File: config.mk
export PLATFORM = sky130hd
export DESIGN_NAME = bfs_supervisor
export DESIGN_NICKNAME = d
export VERILOG_FILES = /design/src/rtl/bfs_pkg.sv /design/src/rtl/bfs_supervisor.sv
export SDC_FILE = /design/constraint.sdc
export NUM_CORES = 1
export LEC_CHECK = 0
export ABC_CLOCK_PERIOD_IN_PS = 2700
export BUFFER_PORTS_ARGS = -buffer_cell sky130_fd_sc_hd__buf_2
export CORE_ASPECT_RATIO = 0.8
export CORE_MARGIN = 2
export CORE_UTILIZATION = 30
export CTS_CLUSTER_SIZE = 25
export DETAILED_ROUTE_END_ITERATION = 7
export GPL_ROUTABILITY_DRIVEN = 0
export PLACE_DENSITY = 0.53
export SLEW_MARGIN = 5
export SYNTH_ARGS = -nofsm -noshare
export SYNTH_HDL_FRONTEND = slang
export SYNTH_SLANG_ARGS = --single-unit
File: constraint.sdc
create_clock -name hclk -period 2.7 [get_ports hclk]
set_clock_uncertainty 0.1 [all_clocks]
set_input_delay 0 -clock hclk [delete_from_list [all_inputs] [get_ports hclk]]
set_output_delay 0 -clock hclk [all_outputs]
set_load 0.02 [all_outputs]
File: src/rtl/bfs_pkg.sv
// Purpose: constants and types of the ballast fault supervisor
// Assumes: 100 MHz hclk
// Notes: times kept in printed units; 1us, 5us and 10us window counts derived here, the rest in the module
package bfs_pkg;
   localparam longint CLK_NS = 10;
   // Filter, window, mode and wait times
   localparam longint T_START_US = 1;
   localparam longint T_LOCK_US = 5;
   localparam longint T_PU_WIN_US = 10;
   localparam longint T_FIL_US = 100;
   localparam longint T_F620_US = 620;
   localparam longint T_UV_US = 84;
   localparam longint T_UV_ADD_US = 120;
   localparam longint T_PU_US = 130;
   localparam longint T_SOFT_MS = 10;
   localparam longint T_PH_MS = 2500;
   localparam longint T_IGN_MIN_MS = 40;
   localparam longint T_IGN_MAX_MS = 237;
   localparam longint T_PRE_MS = 625;
   localparam longint T_BUS_MS = 625;
   localparam longint T_STO_MS = 80;
   localparam longint T_WAIT_F_MS = 200;
   localparam longint T_WAIT_UV_MS = 100;
   localparam longint T_RECT_MS = 2500;
   localparam longint T_CLR_S = 40;
   localparam logic [31:0] C1US = 32'(T_START_US * 1000 / CLK_NS);
   localparam logic [31:0] C5US = 32'(T_LOCK_US * 1000 / CLK_NS);
   localparam logic [31:0] CWIN = 32'(T_PU_WIN_US * 1000 / CLK_NS);
   localparam logic [2:0] UV_MAX = 3'h7;
   localparam int NCH = 15;
   localparam int NEV = 17;
   // Operating states, one-hot
   typedef enum logic [11:0] {
      BFS_MON = 12'h001, BFS_PU = 12'h002, BFS_SU = 12'h004,
      BFS_SOFT = 12'h008, BFS_PH = 12'h010, BFS_IGN = 12'h020,
      BFS_PRE = 12'h040, BFS_RUN = 12'h080, BFS_RWAIT = 12'h100,
      BFS_CWAIT = 12'h200, BFS_VWAIT = 12'h400, BFS_LATCH = 12'h800
   } bfs_state_t;
   localparam logic [11:0] M_ALL = 12'hfff;
   localparam logic [11:0] M_ACT = 12'h0fc;
   // Comparator results, high while the condition holds
   typedef struct packed {
      logic supply_below_start;
      logic supply_below_lockout;
      logic hs_filament_sense_a;
      logic hs_filament_sense_b;
      logic ls_filament_sense_open;
      logic ls_filament_sense_high;
      logic boost_bus_below_open;
      logic boost_bus_below_under;
      logic boost_bus_below_rated;
      logic boost_bus_above_high;
      logic boost_bus_above_over;
      logic lamp_peak_overvoltage;
      logic lamp_rectifier_effect;
   } bfs_comp_t;
   // Register map
   localparam logic [7:0] A_CTRL = 8'h00;
   localparam logic [7:0] A_STAT = 8'h04;
   localparam logic [7:0] A_IRQ_ST = 8'h08;
   localparam logic [7:0] A_IRQ_CLR = 8'h0c;
   localparam logic [7:0] A_IRQ_EN = 8'h10;
   localparam logic [31:0] CTRL_RST = 32'h0000_0000;
endpackage

File: src/rtl/bfs_supervisor.sv
// Purpose: fault supervisor and mode sequencer of a lamp ballast controller
// Assumes: comparators digitised outside; hresetn is the supply lockout reset
// Notes: registers over AHB-Lite, zero wait states, always OKAY
// Notes on behaviour
// - Monitoring: supply below start threshold blocks power-up at once, without the 1us filter.
// - Supply below lockout 5us in any mode powers down, clears fail latch.
// - Monitoring: either high-side filament current low 100us blocks power-up.
// - Monitoring: low-side filament sense above 1.6V 100us blocks power-up.
// - Run: low-side sense above 3.2V 620us gives single-restart fault.
// - Power-up: bus below 12.5% after 10us, 1us, keeps gates off.
// - Start-up to run: bus below 12.5% 1us stops PFC until it recovers.
// - Run: bus below 12.5% 625ms shuts down, restart when bus recovers.
// - Run: bus below 75% 84us plus 120us, wait 100ms, restart, max seven.
// - Bus under 95% after 80ms of start-up: power down, wait 200ms.
// - Power-up: bus above 105% after 10us, 5us, keeps gates off.
// - Bus above 109% 5us stops PFC until bus below 105%.
// - Run: bus above 109% 625ms shuts down, restart below 105%.
// - Run: lamp peak overvoltage 620us gives single-restart fault.
// - Run: lamp rectifier effect 2500ms gives single-restart fault.
// - Preheat and ignition end early on preheat_done or ignition_done, start-up at 95% bus, other mode durations fixed; each check enabled only in its modes.
// - Single-restart fault waits 200ms and restarts; second one latches off.
// - Fail latch cleared by supply lockout or 40s of run.
//
// Implementation choices: the address map and register access over AHB-Lite.
`timescale 1ns/1ns
`default_nettype none
module bfs_supervisor
   import bfs_pkg::*;
#(
   parameter longint unsigned FIL_CYC = T_FIL_US * 1000 / CLK_NS,
   parameter longint unsigned F620_CYC = T_F620_US * 1000 / CLK_NS,
   parameter longint unsigned UV_CYC = (T_UV_US + T_UV_ADD_US) * 1000 / CLK_NS,
   parameter longint unsigned PU_CYC = T_PU_US * 1000 / CLK_NS,
   parameter longint unsigned SOFT_CYC = T_SOFT_MS * 1000000 / CLK_NS,
   parameter longint unsigned PH_CYC = T_PH_MS * 1000000 / CLK_NS,
   parameter longint unsigned IGN_MIN_CYC = T_IGN_MIN_MS * 1000000 / CLK_NS,
   parameter longint unsigned IGN_MAX_CYC = T_IGN_MAX_MS * 1000000 / CLK_NS,
   parameter longint unsigned PRE_CYC = T_PRE_MS * 1000000 / CLK_NS,
   parameter longint unsigned BUS_CYC = T_BUS_MS * 1000000 / CLK_NS,
   parameter longint unsigned STO_CYC = T_STO_MS * 1000000 / CLK_NS,
   parameter longint unsigned WAIT_F_CYC = T_WAIT_F_MS * 1000000 / CLK_NS,
   parameter longint unsigned WAIT_UV_CYC = T_WAIT_UV_MS * 1000000 / CLK_NS,
   parameter longint unsigned RECT_CYC = T_RECT_MS * 1000000 / CLK_NS,
   parameter longint unsigned CLR_CYC = T_CLR_S * 1000000000 / CLK_NS
) (
   input wire logic hclk,
   input wire logic hresetn,
   input wire logic hsel,
   input wire logic [31:0] haddr,
   input wire logic [1:0] htrans,
   input wire logic hwrite,
   input wire logic [2:0] hsize,
   input wire logic [31:0] hwdata,
   input wire logic hready,
   output logic hreadyout,
   output logic hresp,
   output logic [31:0] hrdata,
   input wire bfs_pkg::bfs_comp_t comp_in,
   input wire logic preheat_done,
   input wire logic ignition_done,
   output logic gate_enable,
   output logic pfc_enable,
   output logic irq
);
   // Clear count fits 32 bits; power-up must leave room for its 5us bus filter
   if (CLR_CYC > 64'hffff_ffff || FIL_CYC < 1 || F620_CYC < 1 || UV_CYC < 1 ||
       PU_CYC <= CWIN + C5US || SOFT_CYC < 1 || PH_CYC < 1 || IGN_MIN_CYC < 1 ||
       IGN_MAX_CYC <= IGN_MIN_CYC || PRE_CYC < 1 || BUS_CYC < 1 ||
       STO_CYC < 1 || WAIT_F_CYC < 1 || WAIT_UV_CYC < 1 || RECT_CYC < 1 ||
       CLR_CYC < 1) begin : g_bad_param
      $error("bfs_supervisor: timing parameter out of range");
   end

   localparam logic [31:0] FLEN [NCH] = '{
      C1US, C5US, 32'(FIL_CYC), 32'(FIL_CYC), 32'(FIL_CYC), 32'(F620_CYC),
      C1US, C1US, 32'(BUS_CYC), 32'(UV_CYC), C5US, C5US, 32'(BUS_CYC),
      32'(F620_CYC), 32'(RECT_CYC)};
   // Modes in which each filter runs
   localparam logic [11:0] FMASK [NCH] = '{
      BFS_MON, M_ALL, BFS_MON, BFS_MON, BFS_MON, BFS_RUN,
      BFS_PU, M_ACT, BFS_RUN, BFS_RUN, BFS_PU, M_ACT, BFS_RUN,
      BFS_RUN, BFS_RUN};
   localparam logic [31:0] L_PU = 32'(PU_CYC - 1);
   localparam logic [31:0] L_SOFT = 32'(SOFT_CYC - 1);
   localparam logic [31:0] L_PH = 32'(PH_CYC - 1);
   localparam logic [31:0] L_IGN_MIN = 32'(IGN_MIN_CYC - 1);
   localparam logic [31:0] L_IGN_MAX = 32'(IGN_MAX_CYC - 1);
   localparam logic [31:0] L_PRE = 32'(PRE_CYC - 1);
   localparam logic [31:0] L_STO = 32'(STO_CYC - 1);
   localparam logic [31:0] L_WF = 32'(WAIT_F_CYC - 1);
   localparam logic [31:0] L_WUV = 32'(WAIT_UV_CYC - 1);
   localparam logic [31:0] L_CLR = 32'(CLR_CYC - 1);

   bfs_comp_t sync1;
   bfs_comp_t sc;
   bfs_state_t state;
   logic [31:0] mode_cnt;
   logic [31:0] wait_len;
   logic [31:0] run_cnt;
   logic [NCH-1:0] raw;
   logic [NCH-1:0] q;
   logic [NCH-1:0] q_d;
   logic cond_sel;
   logic fail_latch;
   logic skip_ph;
   logic [2:0] uv_cnt;
   logic ov_hold;
   logic run_enable;
   logic ev_sto;
   logic ev_ign;
   logic [NEV-1:0] irq_st;
   logic [NEV-1:0] irq_en;
   logic [NEV-1:0] events;
   logic dp_wr;
   logic [7:0] dp_addr;
   logic [31:0] next_rdata;
   logic pu_win;
   logic block;
   logic f_fault;
   logic latch_clr;

   // Two-flop synchroniser for the comparator results
   always_ff @(posedge hclk or negedge hresetn) begin
      if (!hresetn) begin
         sync1 <= '0;
         sc <= '0;
      end else begin
         sync1 <= comp_in;
         sc <= sync1;
      end
   end

   // Power-up checks start only after the bus had time to settle
   assign pu_win = (state == BFS_PU) && (mode_cnt >= CWIN);
   assign raw = {
      sc.lamp_rectifier_effect, sc.lamp_peak_overvoltage,
      sc.boost_bus_above_over, sc.boost_bus_above_over,
      sc.boost_bus_above_high & pu_win,
      sc.boost_bus_below_under, sc.boost_bus_below_open,
      sc.boost_bus_below_open,
      sc.boost_bus_below_open & pu_win,
      sc.ls_filament_sense_high, sc.ls_filament_sense_open,
      sc.hs_filament_sense_b, sc.hs_filament_sense_a,
      sc.supply_below_lockout, sc.supply_below_start};

   // Duration filters; any gap restarts the count
   for (genvar g = 0; g < NCH; g++) begin : g_filt
      logic [31:0] cnt;
      logic act;
      assign act = raw[g] && ((FMASK[g] & state) != 12'h000);
      always_ff @(posedge hclk or negedge hresetn) begin
         if (!hresetn) begin
            cnt <= '0;
         end else if (!act) begin
            cnt <= '0;
         end else if (cnt != FLEN[g]) begin
            cnt <= cnt + 32'h0000_0001;
         end
      end
      assign q[g] = act && (cnt == FLEN[g]);
   end

   assign block = q[0] | sc.supply_below_start | q[2] | q[3] | q[4];
   assign f_fault = q[5] | q[13] | q[14];
   assign latch_clr = (run_cnt == L_CLR) && (state == BFS_RUN);

   // Mode sequencer and fault reactions
   always_ff @(posedge hclk or negedge hresetn) begin
      if (!hresetn) begin
         state <= BFS_MON;
         mode_cnt <= '0;
         wait_len <= '0;
         cond_sel <= 1'b0;
         fail_latch <= 1'b0;
         skip_ph <= 1'b0;
         uv_cnt <= '0;
         ev_sto <= 1'b0;
         ev_ign <= 1'b0;
      end else begin
         mode_cnt <= mode_cnt + 32'h0000_0001;
         ev_sto <= 1'b0;
         ev_ign <= 1'b0;
         if (latch_clr || q[1]) begin
            fail_latch <= 1'b0;
            uv_cnt <= '0;
         end
         if (q[1] && state != BFS_MON) begin
            // Lockout overrides every mode
            state <= BFS_MON;
            mode_cnt <= '0;
            fail_latch <= 1'b0;
            skip_ph <= 1'b0;
            uv_cnt <= '0;
         end else begin
            case (state)
               BFS_MON: begin
                  if (run_enable && !block && !q[1]) begin
                     state <= BFS_PU;
                     mode_cnt <= '0;
                  end
               end
               BFS_PU: begin
                  if (q[6] || q[10]) begin
                     state <= BFS_VWAIT;
                  end else if (mode_cnt == L_PU) begin
                     state <= BFS_SU;
                     mode_cnt <= '0;
                  end
               end
               BFS_SU: begin
                  if (!sc.boost_bus_below_rated) begin
                     state <= BFS_SOFT;
                     mode_cnt <= '0;
                  end else if (mode_cnt == L_STO) begin
                     state <= BFS_RWAIT;
                     wait_len <= L_WF;
                     ev_sto <= 1'b1;
                     mode_cnt <= '0;
                  end
               end
               BFS_SOFT: begin
                  if (mode_cnt == L_SOFT) begin
                     // Emergency restart skips preheating
                     state <= skip_ph ? BFS_IGN : BFS_PH;
                     mode_cnt <= '0;
                  end
               end
               BFS_PH: begin
                  if (preheat_done || mode_cnt == L_PH) begin
                     state <= BFS_IGN;
                     mode_cnt <= '0;
                  end
               end
               BFS_IGN: begin
                  if (ignition_done && mode_cnt >= L_IGN_MIN) begin
                     state <= BFS_PRE;
                     mode_cnt <= '0;
                  end else if (mode_cnt == L_IGN_MAX) begin
                     ev_ign <= 1'b1;
                     mode_cnt <= '0;
                     fail_latch <= 1'b1;
                     wait_len <= L_WF;
                     state <= fail_latch ? BFS_LATCH : BFS_RWAIT;
                  end
               end
               BFS_PRE: begin
                  if (mode_cnt == L_PRE) begin
                     state <= BFS_RUN;
                     skip_ph <= 1'b0;
                     mode_cnt <= '0;
                  end
               end
               BFS_RUN: begin
                  mode_cnt <= '0;
                  if (f_fault) begin
                     fail_latch <= 1'b1;
                     wait_len <= L_WF;
                     state <= fail_latch ? BFS_LATCH : BFS_RWAIT;
                  end else if (q[9]) begin
                     // Past the seventh retry wait for a supply cycle
                     state <= (uv_cnt == UV_MAX) ? BFS_VWAIT : BFS_RWAIT;
                     wait_len <= L_WUV;
                     skip_ph <= 1'b1;
                     if (uv_cnt != UV_MAX) begin
                        uv_cnt <= uv_cnt + 3'h1;
                     end
                  end else if (q[8]) begin
                     state <= BFS_CWAIT;
                     cond_sel <= 1'b0;
                  end else if (q[12]) begin
                     state <= BFS_CWAIT;
                     cond_sel <= 1'b1;
                  end
               end
               BFS_RWAIT: begin
                  if (mode_cnt == wait_len) begin
                     state <= BFS_MON;
                     mode_cnt <= '0;
                  end
               end
               BFS_CWAIT: begin
                  if (cond_sel ? !sc.boost_bus_above_high : !sc.boost_bus_below_open) begin
                     state <= BFS_MON;
                     mode_cnt <= '0;
                  end
               end
               BFS_VWAIT, BFS_LATCH: begin
                  mode_cnt <= '0; // Left only through lockout
               end
               default: begin
                  state <= BFS_MON;
                  mode_cnt <= '0;
               end
            endcase
         end
      end
   end

   // Continuous run time for clearing the fail latch
   always_ff @(posedge hclk or negedge hresetn) begin
      if (!hresetn) begin
         run_cnt <= '0;
      end else if (state != BFS_RUN || latch_clr) begin
         run_cnt <= '0;
      end else begin
         run_cnt <= run_cnt + 32'h0000_0001;
      end
   end

   // PFC overvoltage hold lasts until the bus falls below 105% or the state leaves the active modes
   always_ff @(posedge hclk or negedge hresetn) begin
      if (!hresetn) begin
         ov_hold <= 1'b0;
      end else if (q[11]) begin
         ov_hold <= 1'b1;
      end else if (!sc.boost_bus_above_high || (state & M_ACT) == 12'h000) begin
         ov_hold <= 1'b0;
      end
   end

   // Drive enables, registered so they never glitch
   always_ff @(posedge hclk or negedge hresetn) begin
      if (!hresetn) begin
         gate_enable <= 1'b0;
         pfc_enable <= 1'b0;
      end else begin
         gate_enable <= (state & M_ACT) != 12'h000;
         pfc_enable <= ((state & M_ACT) != 12'h000) && !q[7] && !ov_hold;
      end
   end

   // Interrupt events: qualified faults plus the two mode timeouts
   assign events = {ev_ign, ev_sto, q & ~q_d};

   always_ff @(posedge hclk or negedge hresetn) begin
      if (!hresetn) begin
         q_d <= '0;
      end else begin
         q_d <= q;
      end
   end

   // Sticky status; a new event wins over a clear in the same cycle
   always_ff @(posedge hclk or negedge hresetn) begin
      if (!hresetn) begin
         irq_st <= '0;
      end else if (dp_wr && dp_addr == A_IRQ_CLR) begin
         irq_st <= (irq_st & ~hwdata[NEV-1:0]) | events;
      end else begin
         irq_st <= irq_st | events;
      end
   end

   assign irq = (irq_st & irq_en) != '0;

   // AHB-Lite address phase capture
   always_ff @(posedge hclk or negedge hresetn) begin
      if (!hresetn) begin
         dp_wr <= 1'b0;
         dp_addr <= '0;
      end else if (hready) begin
         dp_wr <= hsel && htrans[1] && hwrite;
         dp_addr <= haddr[7:0];
      end
   end

   // Write data phase
   always_ff @(posedge hclk or negedge hresetn) begin
      if (!hresetn) begin
         run_enable <= CTRL_RST[0];
         irq_en <= '0;
      end else if (dp_wr) begin
         if (dp_addr == A_CTRL) begin
            run_enable <= hwdata[0];
         end
         if (dp_addr == A_IRQ_EN) begin
            irq_en <= hwdata[NEV-1:0];
         end
      end
   end

   // Read mux; unmapped and write-only words read zero
   always_comb begin
      next_rdata = '0;
      case (haddr[7:0])
         A_CTRL: next_rdata[0] = run_enable;
         A_STAT: next_rdata = {9'h000, pfc_enable, gate_enable, ov_hold,
                               uv_cnt, skip_ph, fail_latch, 3'h0, state};
         A_IRQ_ST: next_rdata[NEV-1:0] = irq_st;
         A_IRQ_EN: next_rdata[NEV-1:0] = irq_en;
         default: next_rdata = '0;
      endcase
   end

   // Read data registered in the address phase, shown in the data phase
   always_ff @(posedge hclk or negedge hresetn) begin
      if (!hresetn) begin
         hrdata <= '0;
      end else if (hready && hsel && htrans[1] && !hwrite) begin
         hrdata <= next_rdata;
      end
   end

   assign hreadyout = 1'b1;
   assign hresp = 1'b0;
endmodule
`default_nettype wire

==> summary.md, run 1 <==
Setup repair after global routing could not meet its margin everywhere. The kind of cell with the highest combined delay on the critical path is simple AND/OR/NAND/NOR gates. In this run the horizontal extent of the chip is 376 um. The number of antenna violations at the first check in global routing is 10.

The count of filler cells inserted in the layout is 11.0k, and the number of vias after detailed routing is 26.1k. The global-route congestion overflow total was 0; the leakage power was 17.2 nW. By area the synthesized netlist is led by sky130_fd_sc_hd__dfrtp_1, sky130_fd_sc_hd__xor2_1, sky130_fd_sc_hd__nor2_1, sky130_fd_sc_hd__xnor2_1, sky130_fd_sc_hd__nand2_1. The multi-input combinational cells in the finished layout cover a total of 16100 um2. The critical path data arrival time is 3.33 ns, and the data required time at the worst endpoint is 3.15 ns.

The largest total area in the synthesized netlist belongs to sky130_fd_sc_hd__dfrtp_1. The maximum fanout encountered on the critical timing path works out to 8. In this run the tightest slew margin relative to its limit is 38.6%. Once detail routing completed, the nets flagged for antenna violations numbered 0. The tools report the die area as 114000 um2. Sequential cells were found to cover 51.0% of the synthesized design area. The critical path is of the reg -> reg type. After Yosys synthesis, XOR and XNOR cells account for 11.9% of the synthesized area. The critical path buffer and inverter count is 1, and the initial core utilization is 30.2%. The first detailed-routing pass ran for 5 iterations.

The signal on the critical path passes through or4_1 > or4_4 > a2bb2oi_4 > a41oi_4 > a2111oi_4 > buf_4 > a211o_4 > nor2_4. In the routed layout, each cell is associated on average with a via count of 4.77. The clock reaches the later pin of the worst-skew pair after 0.64 ns.

The shortest period the worst path allows works out to 2.88 ns. The power per cell area is 573 nW/um2. Entering global routing, the biggest net connects 99 pins. The total count of max-transition violations in the final report was 0.

In the synthesized netlist, the cells that appear most often are sky130_fd_sc_hd__dfrtp_1, sky130_fd_sc_hd__nor2_1, sky130_fd_sc_hd__nand2_1, sky130_fd_sc_hd__xor2_1, sky130_fd_sc_hd__nand3_1. The run finished, with violations left. Timing would allow up to 347 MHz. In this run the number of H-tree levels came out at 3.

The global-route usage over all layers was 14.8%. Summing every instance area after synthesis gives 33300 um2. The number of buffers inserted by port buffering was 71.

The number of hold-slack violations in the final timing report is 0, and the number of enable-type register cells in the synthesized netlist is 0. The cell count along the critical path was 8. The async set-or-reset flop fraction in the synthesized netlist came out at 100%. The tools report the setup violation total in the final timing report as 39. The final critical-path setup slack was -0.179 ns; the synthesis warning total was 0. Relative to the synthesized area, the layout overhead comes to 25.5%. The die is 302 um tall. Share of the synthesized area in the top cell type: 50.9%. The number of register bits inferred by synthesis came out at 678. Number of global-route vias before repair: 25.3k. Once placement finished, the instance area stood at 37900 um2.

For the number of buffers created by CTS, the log shows 72. The compound-gate portion of the synthesized area came out at 4.85%. At the end of the flow the core is filled with cells to 37.9%.

Top-level port count: 126. The tools report the aggregate routed wire length as 83200 um. Kind of start point of the critical path: a flop.

The number of unique standard cell types used by synthesis was 89; the mean cell area of the mapped netlist was 9.56 um2. The accumulated negative setup slack was -4.88 ns; the worst voltage drop across the vdd grid was 0.000430 V. In this design, the stage delay of the slowest critical-path cell is 0.58 ns. Dividing the detail-routed wire length by the instance count gives 15.2 um. For this block, the initial DRC count from the detailed router was 1769.

Buffer depth of the longest clock path: 3. The adder-cell share of the synthesized area was 1.32%. Most common cell in the netlist: sky130_fd_sc_hd__dfrtp_1. The number of max-cap violations was 0. The fraction of the mapped netlist area in simple logic gates is 27.0%. Once detailed placement completed, the half-perimeter wirelength came to 58100 um. The register area was 17000 um2; the number of placement rows was 109. For this run, the post-layout net count is 4090. The portion of synthesized area spent on multiplexers is 1.39%. The final standard cell area without fillers came out at 41800 um2. In the synthesized netlist, the number of instances is 3484. At the placement stage, the worst setup path has a slack of -0.338 ns.

Clock-pin slew was measured on the worst setup and hold paths at 0.06 ns. The wire length of the first global-routing pass is 137000 um. Length in cells of the worst reg-to-reg path: 8. Number of DRC violations after detailed routing: 0. Fraction of final layout cells with drive strength greater than 1: 17.7%. The path class of the tightest hold or removal check is in -> async. For this design, the slowest cell found on the critical path is sky130_fd_sc_hd__or4_4. Power comes to 24.0 mW. Part of the cycle the worst path needs: 107%. Clock tree synthesis found a total of 678 sinks.

TritonCTS built the clock tree. The slew at the pin closest to its max-slew limit was 0.912 ns. Setup slack on the worst reg-to-reg path comes out at -0.18 ns.

For this run, the leading register cell type out of synthesis is sky130_fd_sc_hd__dfrtp_1. The worst setup path is captured at a flop. The checks that failed: negative setup slack. After synthesis, the largest family of logic cells by area is simple AND/OR/NAND/NOR gates. CTS root buffer: sky130_fd_sc_hd__clkbuf_16. The area inside the core boundary is 110000 um2.
==> layout by cell type (no fill, tap or decap), types with 13 or more instances in the layout <==
| cell type | count |
|---|---|
| sky130_fd_sc_hd__ha_1 | 34 |
| sky130_fd_sc_hd__or3_1 | 75 |
| sky130_fd_sc_hd__inv_1 | 89 |
| sky130_fd_sc_hd__nor4b_1 | 32 |
| sky130_fd_sc_hd__nand4_1 | 124 |
| sky130_fd_sc_hd__buf_4 | 344 |
| sky130_fd_sc_hd__and3_1 | 76 |
| sky130_fd_sc_hd__buf_2 | 70 |
| sky130_fd_sc_hd__xnor2_1 | 151 |
| sky130_fd_sc_hd__nand3_1 | 209 |
| sky130_fd_sc_hd__nor2_2 | 25 |
| sky130_fd_sc_hd__o21ai_0 | 102 |
| sky130_fd_sc_hd__nor2b_1 | 15 |
| sky130_fd_sc_hd__clkbuf_16 | 77 |
| sky130_fd_sc_hd__and2_1 | 14 |
| sky130_fd_sc_hd__a222oi_1 | 14 |
| sky130_fd_sc_hd__buf_12 | 18 |
| sky130_fd_sc_hd__clkbuf_1 | 15 |
| sky130_fd_sc_hd__nor3_1 | 75 |
| sky130_fd_sc_hd__xor2_1 | 302 |
| sky130_fd_sc_hd__dlygate4sd3_1 | 70 |
| sky130_fd_sc_hd__nor4_1 | 81 |
| sky130_fd_sc_hd__mux2_2 | 26 |
| sky130_fd_sc_hd__nor2_1 | 580 |
| sky130_fd_sc_hd__nand2_1 | 336 |
| sky130_fd_sc_hd__clkbuf_8 | 15 |
| sky130_fd_sc_hd__and4_1 | 39 |
| sky130_fd_sc_hd__a21oi_1 | 87 |
| sky130_fd_sc_hd__dfrtp_1 | 676 |
| sky130_fd_sc_hd__or2_2 | 13 |
| sky130_fd_sc_hd__mux2i_1 | 17 |
==> routing by layer <==
layer | wire, um | GRT usage [%] | vias up
li1 | - | - | 13000
met1 | 43800 | 22.8 | 12700
met2 | 34100 | 21.0 | 362
met3 | 3710 | 2.83 | 96
met4 | 1560 | 3.64 | 6
met5 | 40 | 0 | -
==> path summary, 6_finish.rpt <==
path	startpoint	to
max in group asynchronous	hresetn	g_filt[13].cnt[20]$_DFFE_PN0N_
worst max register to register	g_filt[4].cnt[21]$_DFFE_PN0N_	mode_cnt[11]$_DFF_PN0_
worst min register to register	sync1[6]$_DFF_PN0_	raw[7]$_DFF_PN0_
worst min-delay path	hresetn	g_filt[2].cnt[29]$_DFFE_PN0N_
worst max-delay path	g_filt[4].cnt[21]$_DFFE_PN0N_	mode_cnt[11]$_DFF_PN0_
min in group hclk	hwdata[13]	irq_en[13]$_DFFE_PN0P_
==> power breakdown <==
part           internal [mW]  switching (mW)
Sequential              10.3           0.122
Combinational           1.09            1.74
Clock                   6.48            4.21
Total                   17.9            6.08
==> per-stage QoR <==
step / hold slack [ns] / instances
floorplan: -0.396 / 3493
global placement: -0.104 / 5242
detailed placement: -0.123 / 5242
CTS: 0.0109 / 5458
global route: 0.0514 / 5469
finish: 0.0331 / 5470
==> repair_timing <==
| item | CTS | global route |
|---|---|---|
| hold buffers | 71 | 0 |
| setup buffers | 13 | 7 |
| gates cloned | 3 | 0 |
| gates resized for setup | 40 | 58 |
| setup endpoints to repair | 50 | 56 |
| endpoints found under the hold margin | 751 | 0 |
| pin swaps | 19 | 40 |
==> worst reg2reg max path: cells and delay by family (launching register included) <==
family	cells	cell delay, ns
buffers and inverters	1	0.18
flip-flops	1	0.37
AO/OA/AOI/OAI	4	0.94
AND/OR/NAND/NOR	3	1.22
==> logic make-up after synthesis <==
group | count (synthesis)
AND/OR/NAND/NOR | 1805
flip-flops | 678
XOR/XNOR | 453
AO/OA/AOI/OAI | 264
buffers and inverters | 204
multiplexers | 43
adder cells (fa/ha/maj) | 35
other | 2
==> cell type report <==
type | instances | area share, %
Multi-Input combinational cell | 2614 | 38.4
Sequential cell | 678 | 40.6
Timing Repair Buffer | 507 | 9.70
Clock buffer | 107 | 5.24
Clock inverter | 23 | 0.838
Antenna cell | 5 | 0.0299
Tap cell | 1443 | 4.32
Inverter | 93 | 0.841
==> state kept, by name (all words and copies together) (netlist names), 2 cells and up <==
| signal | count |
|---|---|
| mode_cnt | 32 |
| wait_len | 3 |
| uv_cnt | 3 |
| raw | 11 |
| sc | 2 |
| run_cnt | 32 |
| state | 12 |
| sync1 | 13 |
| dp_addr | 8 |
| hrdata | 23 |
| irq_st | 17 |
| g_filt.cnt | 480 |
| irq_en | 17 |
| q_d | 15 |
Note: power is estimated with default switching activity, not from simulation.
==> run 2, diff against run 1 <==
--- a/config.mk
+++ b/config.mk
@@ -8,11 +8,9 @@
 export ABC_CLOCK_PERIOD_IN_PS = 2700
 export BUFFER_PORTS_ARGS = -buffer_cell sky130_fd_sc_hd__buf_2
 export CORE_ASPECT_RATIO = 0.8
-export CORE_MARGIN = 2
 export CORE_UTILIZATION = 30
 export CTS_CLUSTER_SIZE = 25
 export DETAILED_ROUTE_END_ITERATION = 7
-export GPL_ROUTABILITY_DRIVEN = 0
 export PLACE_DENSITY = 0.53
 export SLEW_MARGIN = 5
 export SYNTH_ARGS = -nofsm -noshare
==> run 2 against run 1 <==
Compared with the run above:
- the run still ends with negative setup slack left
- via count is essentially flat
- sequential share of layout area grew 0.16 points
- critical path type unchanged
- register-to-register slack lost 0.06 ns
- global-route usage grew 0.29 points
- worst setup slack lost 0.063 ns
- sequential power is essentially flat
- non-clock buffer count shrank 21
- critical path depth is the same
- power grew 1.3%
==> summary.md, run 2 (same netlist as run 1, synthesis figures left out) <==
The run finished, with violations left. The checks that failed: negative setup slack. For the post-layout utilization of the core, the log shows 38.1% (+0.25 points).

The logs give -0.242 ns (-0.0628 ns) for the final critical-path setup slack and 0.881 for the global placement routability congestion. The number of buffers created by CTS was 74 (+2.8%). The logs give 0 (unchanged) for the number of max-cap violations and 27.2% (-11 points) for the worst slew slack as a fraction of its limit. The number of hold-slack violations in the final timing report is 0 (unchanged), and the die span in x is 374 um (-0.53%).

Shortest period the worst path allows: 2.94 ns (+0.0628 ns). The worst setup path is launched from a flop. The tools report the highest clock rate as 340 MHz (-2.1%). Setup repair after global routing could not meet its margin everywhere. The height of the die was 300 um (-0.66%). The critical path buffer and inverter count was 1 (unchanged). The logs give 0.000427 V (-0.73%) for the worst voltage drop across the vdd grid and 6 (+1) for the number of iterations in the first detailed-routing pass.

The clock latency on the worst-skew pair was 0.64 ns (about the same); the accumulated negative setup slack was -7.17 ns (-2.28 ns). The total count of max-transition violations in the final report was 0 (unchanged); the global-route usage over all layers was 15.1% (+0.29 points). For the number of nets with antenna violations after routing, the log shows 0 (unchanged).

The run gives 138000 um (+0.50%) as the wire length of the first global-routing pass. The power per cell area is 583 nW/um2 (+1.7%), and the data required time at the worst endpoint is 3.16 ns (about the same). The layer flagged by global routing as most heavily used is met1. The critical path goes through or4_1 > or4_4 > a2bb2oi_2 > a41oi_4 > a2111oi_4 > buf_4 > a211o_4 > nor2_2.

The final standard cell area without fillers came out at 41600 um2 (-0.39%). The global-route congestion overflow total was 0 (unchanged); the depth of the CTS H-tree was 3 (unchanged). The number of buffers inserted by port buffering came out at 71 (unchanged). The endpoint class of the critical path is a flop. The most flop-heavy register was g_filt.cnt. The run gives 21.2% (+0.19 points) as the met2 usage in global routing.

The leading cell type in the layout, fill and taps excluded was sky130_fd_sc_hd__dfrtp_1. For the total clock sinks, the log shows 678 (unchanged). TritonCTS built the clock tree. The run gives 3 (unchanged) as the buffer depth of the longest clock path. The part of the cycle the worst path needs was 109% (+2.3 points). For the setup violation total in the final timing report, the log shows 38 (-2.6%). The number of DRC violations after detailed routing came out at 0 (unchanged). The class of the tightest hold or removal check is in -> reg.

The HPWL after detailed placement is 58500 um (+0.73%), and the clock-pin slew of the registers on the worst-case setup and hold paths is 0.06 ns (about the same). The tools report the die area as 112000 um2 (-1.2%). The tree is rooted in a sky130_fd_sc_hd__clkbuf_16.

The slowest cell on the critical path is sky130_fd_sc_hd__or4_4. The critical path data arrival time was 3.41 ns (+0.08 ns); the leakage power was 17.1 nW (-0.71%). The area inside the core boundary is 109000 um2 (-1.0%), and the flip-flop count of the largest register, all copies and words added is 480 (unchanged).

The number of global-route vias before repair was 25.4k (+0.45%); the met1 track utilization from global routing was 22.8% (-0.034 points). The run gives 84200 um (+1.1%) as the aggregate routed wire length. The slew at the pin closest to its max-slew limit was 1.08 ns (+0.169 ns).

Leaving out fill and tap cells, the most frequent cells in the layout are sky130_fd_sc_hd__dfrtp_1, sky130_fd_sc_hd__nor2_1, sky130_fd_sc_hd__nand2_1. The fraction of final layout cells with drive strength greater than 1 works out to 17.7% (about the same). The maximum fanout encountered on the critical timing path works out to 8 (unchanged). The number of vias after detailed routing is 26.1k (-0.073%), and the power after layout is 24.3 mW (+1.3%).

The logs give 1651 (-6.7%) for the initial detailed-routing violation count and 126 (unchanged) for the top-level port count. The smallest hold slack was 0.0626 ns (+0.0295 ns); the biggest cell delay along the critical path was 0.58 ns (about the same). For the number of placement rows, the log shows 108 (-0.92%). In the final layout, the registers with the most flip-flops are g_filt.cnt (480), mode_cnt (32), run_cnt (32). The logs give 3.72% (+0.89 points) for the met3 demand-to-capacity share in global routing and 10 (unchanged) for the number of antenna violations at the first check in global routing.

The post-detailed-route via-to-cell ratio works out to 4.79 (+0.52%). The cell area after placement was 37700 um2 (-0.56%); the area added between synthesis and finish was 25.0%. The pin count of the biggest net entering global routing is 102 (+3.0%), and the final routed wire length divided by cell count is 15.5 um (+1.7%).

Final net count: 4071 (-0.46%). The worst setup path category is reg -> reg. The kind of cell with the highest combined delay on the critical path is simple AND/OR/NAND/NOR gates. Initial core utilization: 30.5% (+0.32 points).
## run 2: cell count changes in the layout (fill, tap and decap cells not counted), sizes merged, moves of 3 or more
cell | before | now
buf | 437 | 419
clkbuf | 107 | 102
clkinvlp | 1 | 6
diode | 5 | 2
dlygate4sd3 | 70 | 67
## run 2: timing repair
action                     4_1_cts  5_1_grt
hold endpoints to repair       748        0
hold buffers                    68        0
setup endpoints to repair       44       58
buffers inserted                 9       11
resized for setup               27       75
gates cloned                     3        0
pin swaps                       20       28
## run 2: per-stage QoR
step	std cells	setup slack, ns
floorplan	3493	-0.0493
detailed placement	5211	-0.312
finish	5438	-0.242
global route	5436	-0.305
global placement	5211	-0.242
CTS	5426	-0.178
## run 2: worst reg2reg max path: stages (launching register included)
cell and delay, ns:
sky130_fd_sc_hd__dfrtp_1 0.37, sky130_fd_sc_hd__or4_1 0.53, sky130_fd_sc_hd__or4_4 0.58, sky130_fd_sc_hd__a2bb2oi_2 0.18
sky130_fd_sc_hd__a41oi_4 0.27, sky130_fd_sc_hd__a2111oi_4 0.09, sky130_fd_sc_hd__buf_4 0.18, sky130_fd_sc_hd__a211o_4 0.44
sky130_fd_sc_hd__nor2_2 0.14
## run 2: final cells by class
class | count | area (um2)
fillers | 11000 | 67600
flip-flops and latches | 678 | 17000
multi-input cells | 2614 | 16000
repair buffers | 486 | 3840
clock buffers | 102 | 2170
well taps | 1430 | 1790
clock inverters | 33 | 470
inverters | 93 | 352
diodes | 2 | 5.00
## run 2: final timing paths
path,slack [ns],from,to,depth (start not counted)
max,-0.24,g_filt[4].cnt[21]$_DFFE_PN0N_,mode_cnt[23]$_DFF_PN0_,8
min,0.06,hwrite,hrdata[0]$_DFFE_PN0P_,5
max reg2reg,-0.24,g_filt[4].cnt[21]$_DFFE_PN0N_,mode_cnt[23]$_DFF_PN0_,8
min reg2reg,0.25,sync1[10]$_DFF_PN0_,raw[2]$_DFF_PN0_,0
max in group asynchronous,1.38,hresetn,g_filt[0].cnt[20]$_DFFE_PN0N_,4
min in group asynchronous,0.56,hresetn,g_filt[2].cnt[24]$_DFFE_PN0N_,4
## run 2: where the power goes
group	switching, mW	internal [mW]	total [mW]
logic	1.73	1.06	2.79
registers	0.137	10.3	10.5
clock network	4.34	6.69	11.0
## run 2: metal layers
| metal | wire (um) | vias up |
|---|---|---|
| met3 | 4870 | 129 |
| li1 | - | 12900 |
| met1 | 43300 | 12600 |
| met4 | 1590 | 18 |
| met2 | 34300 | 407 |
| met5 | 126 | - |
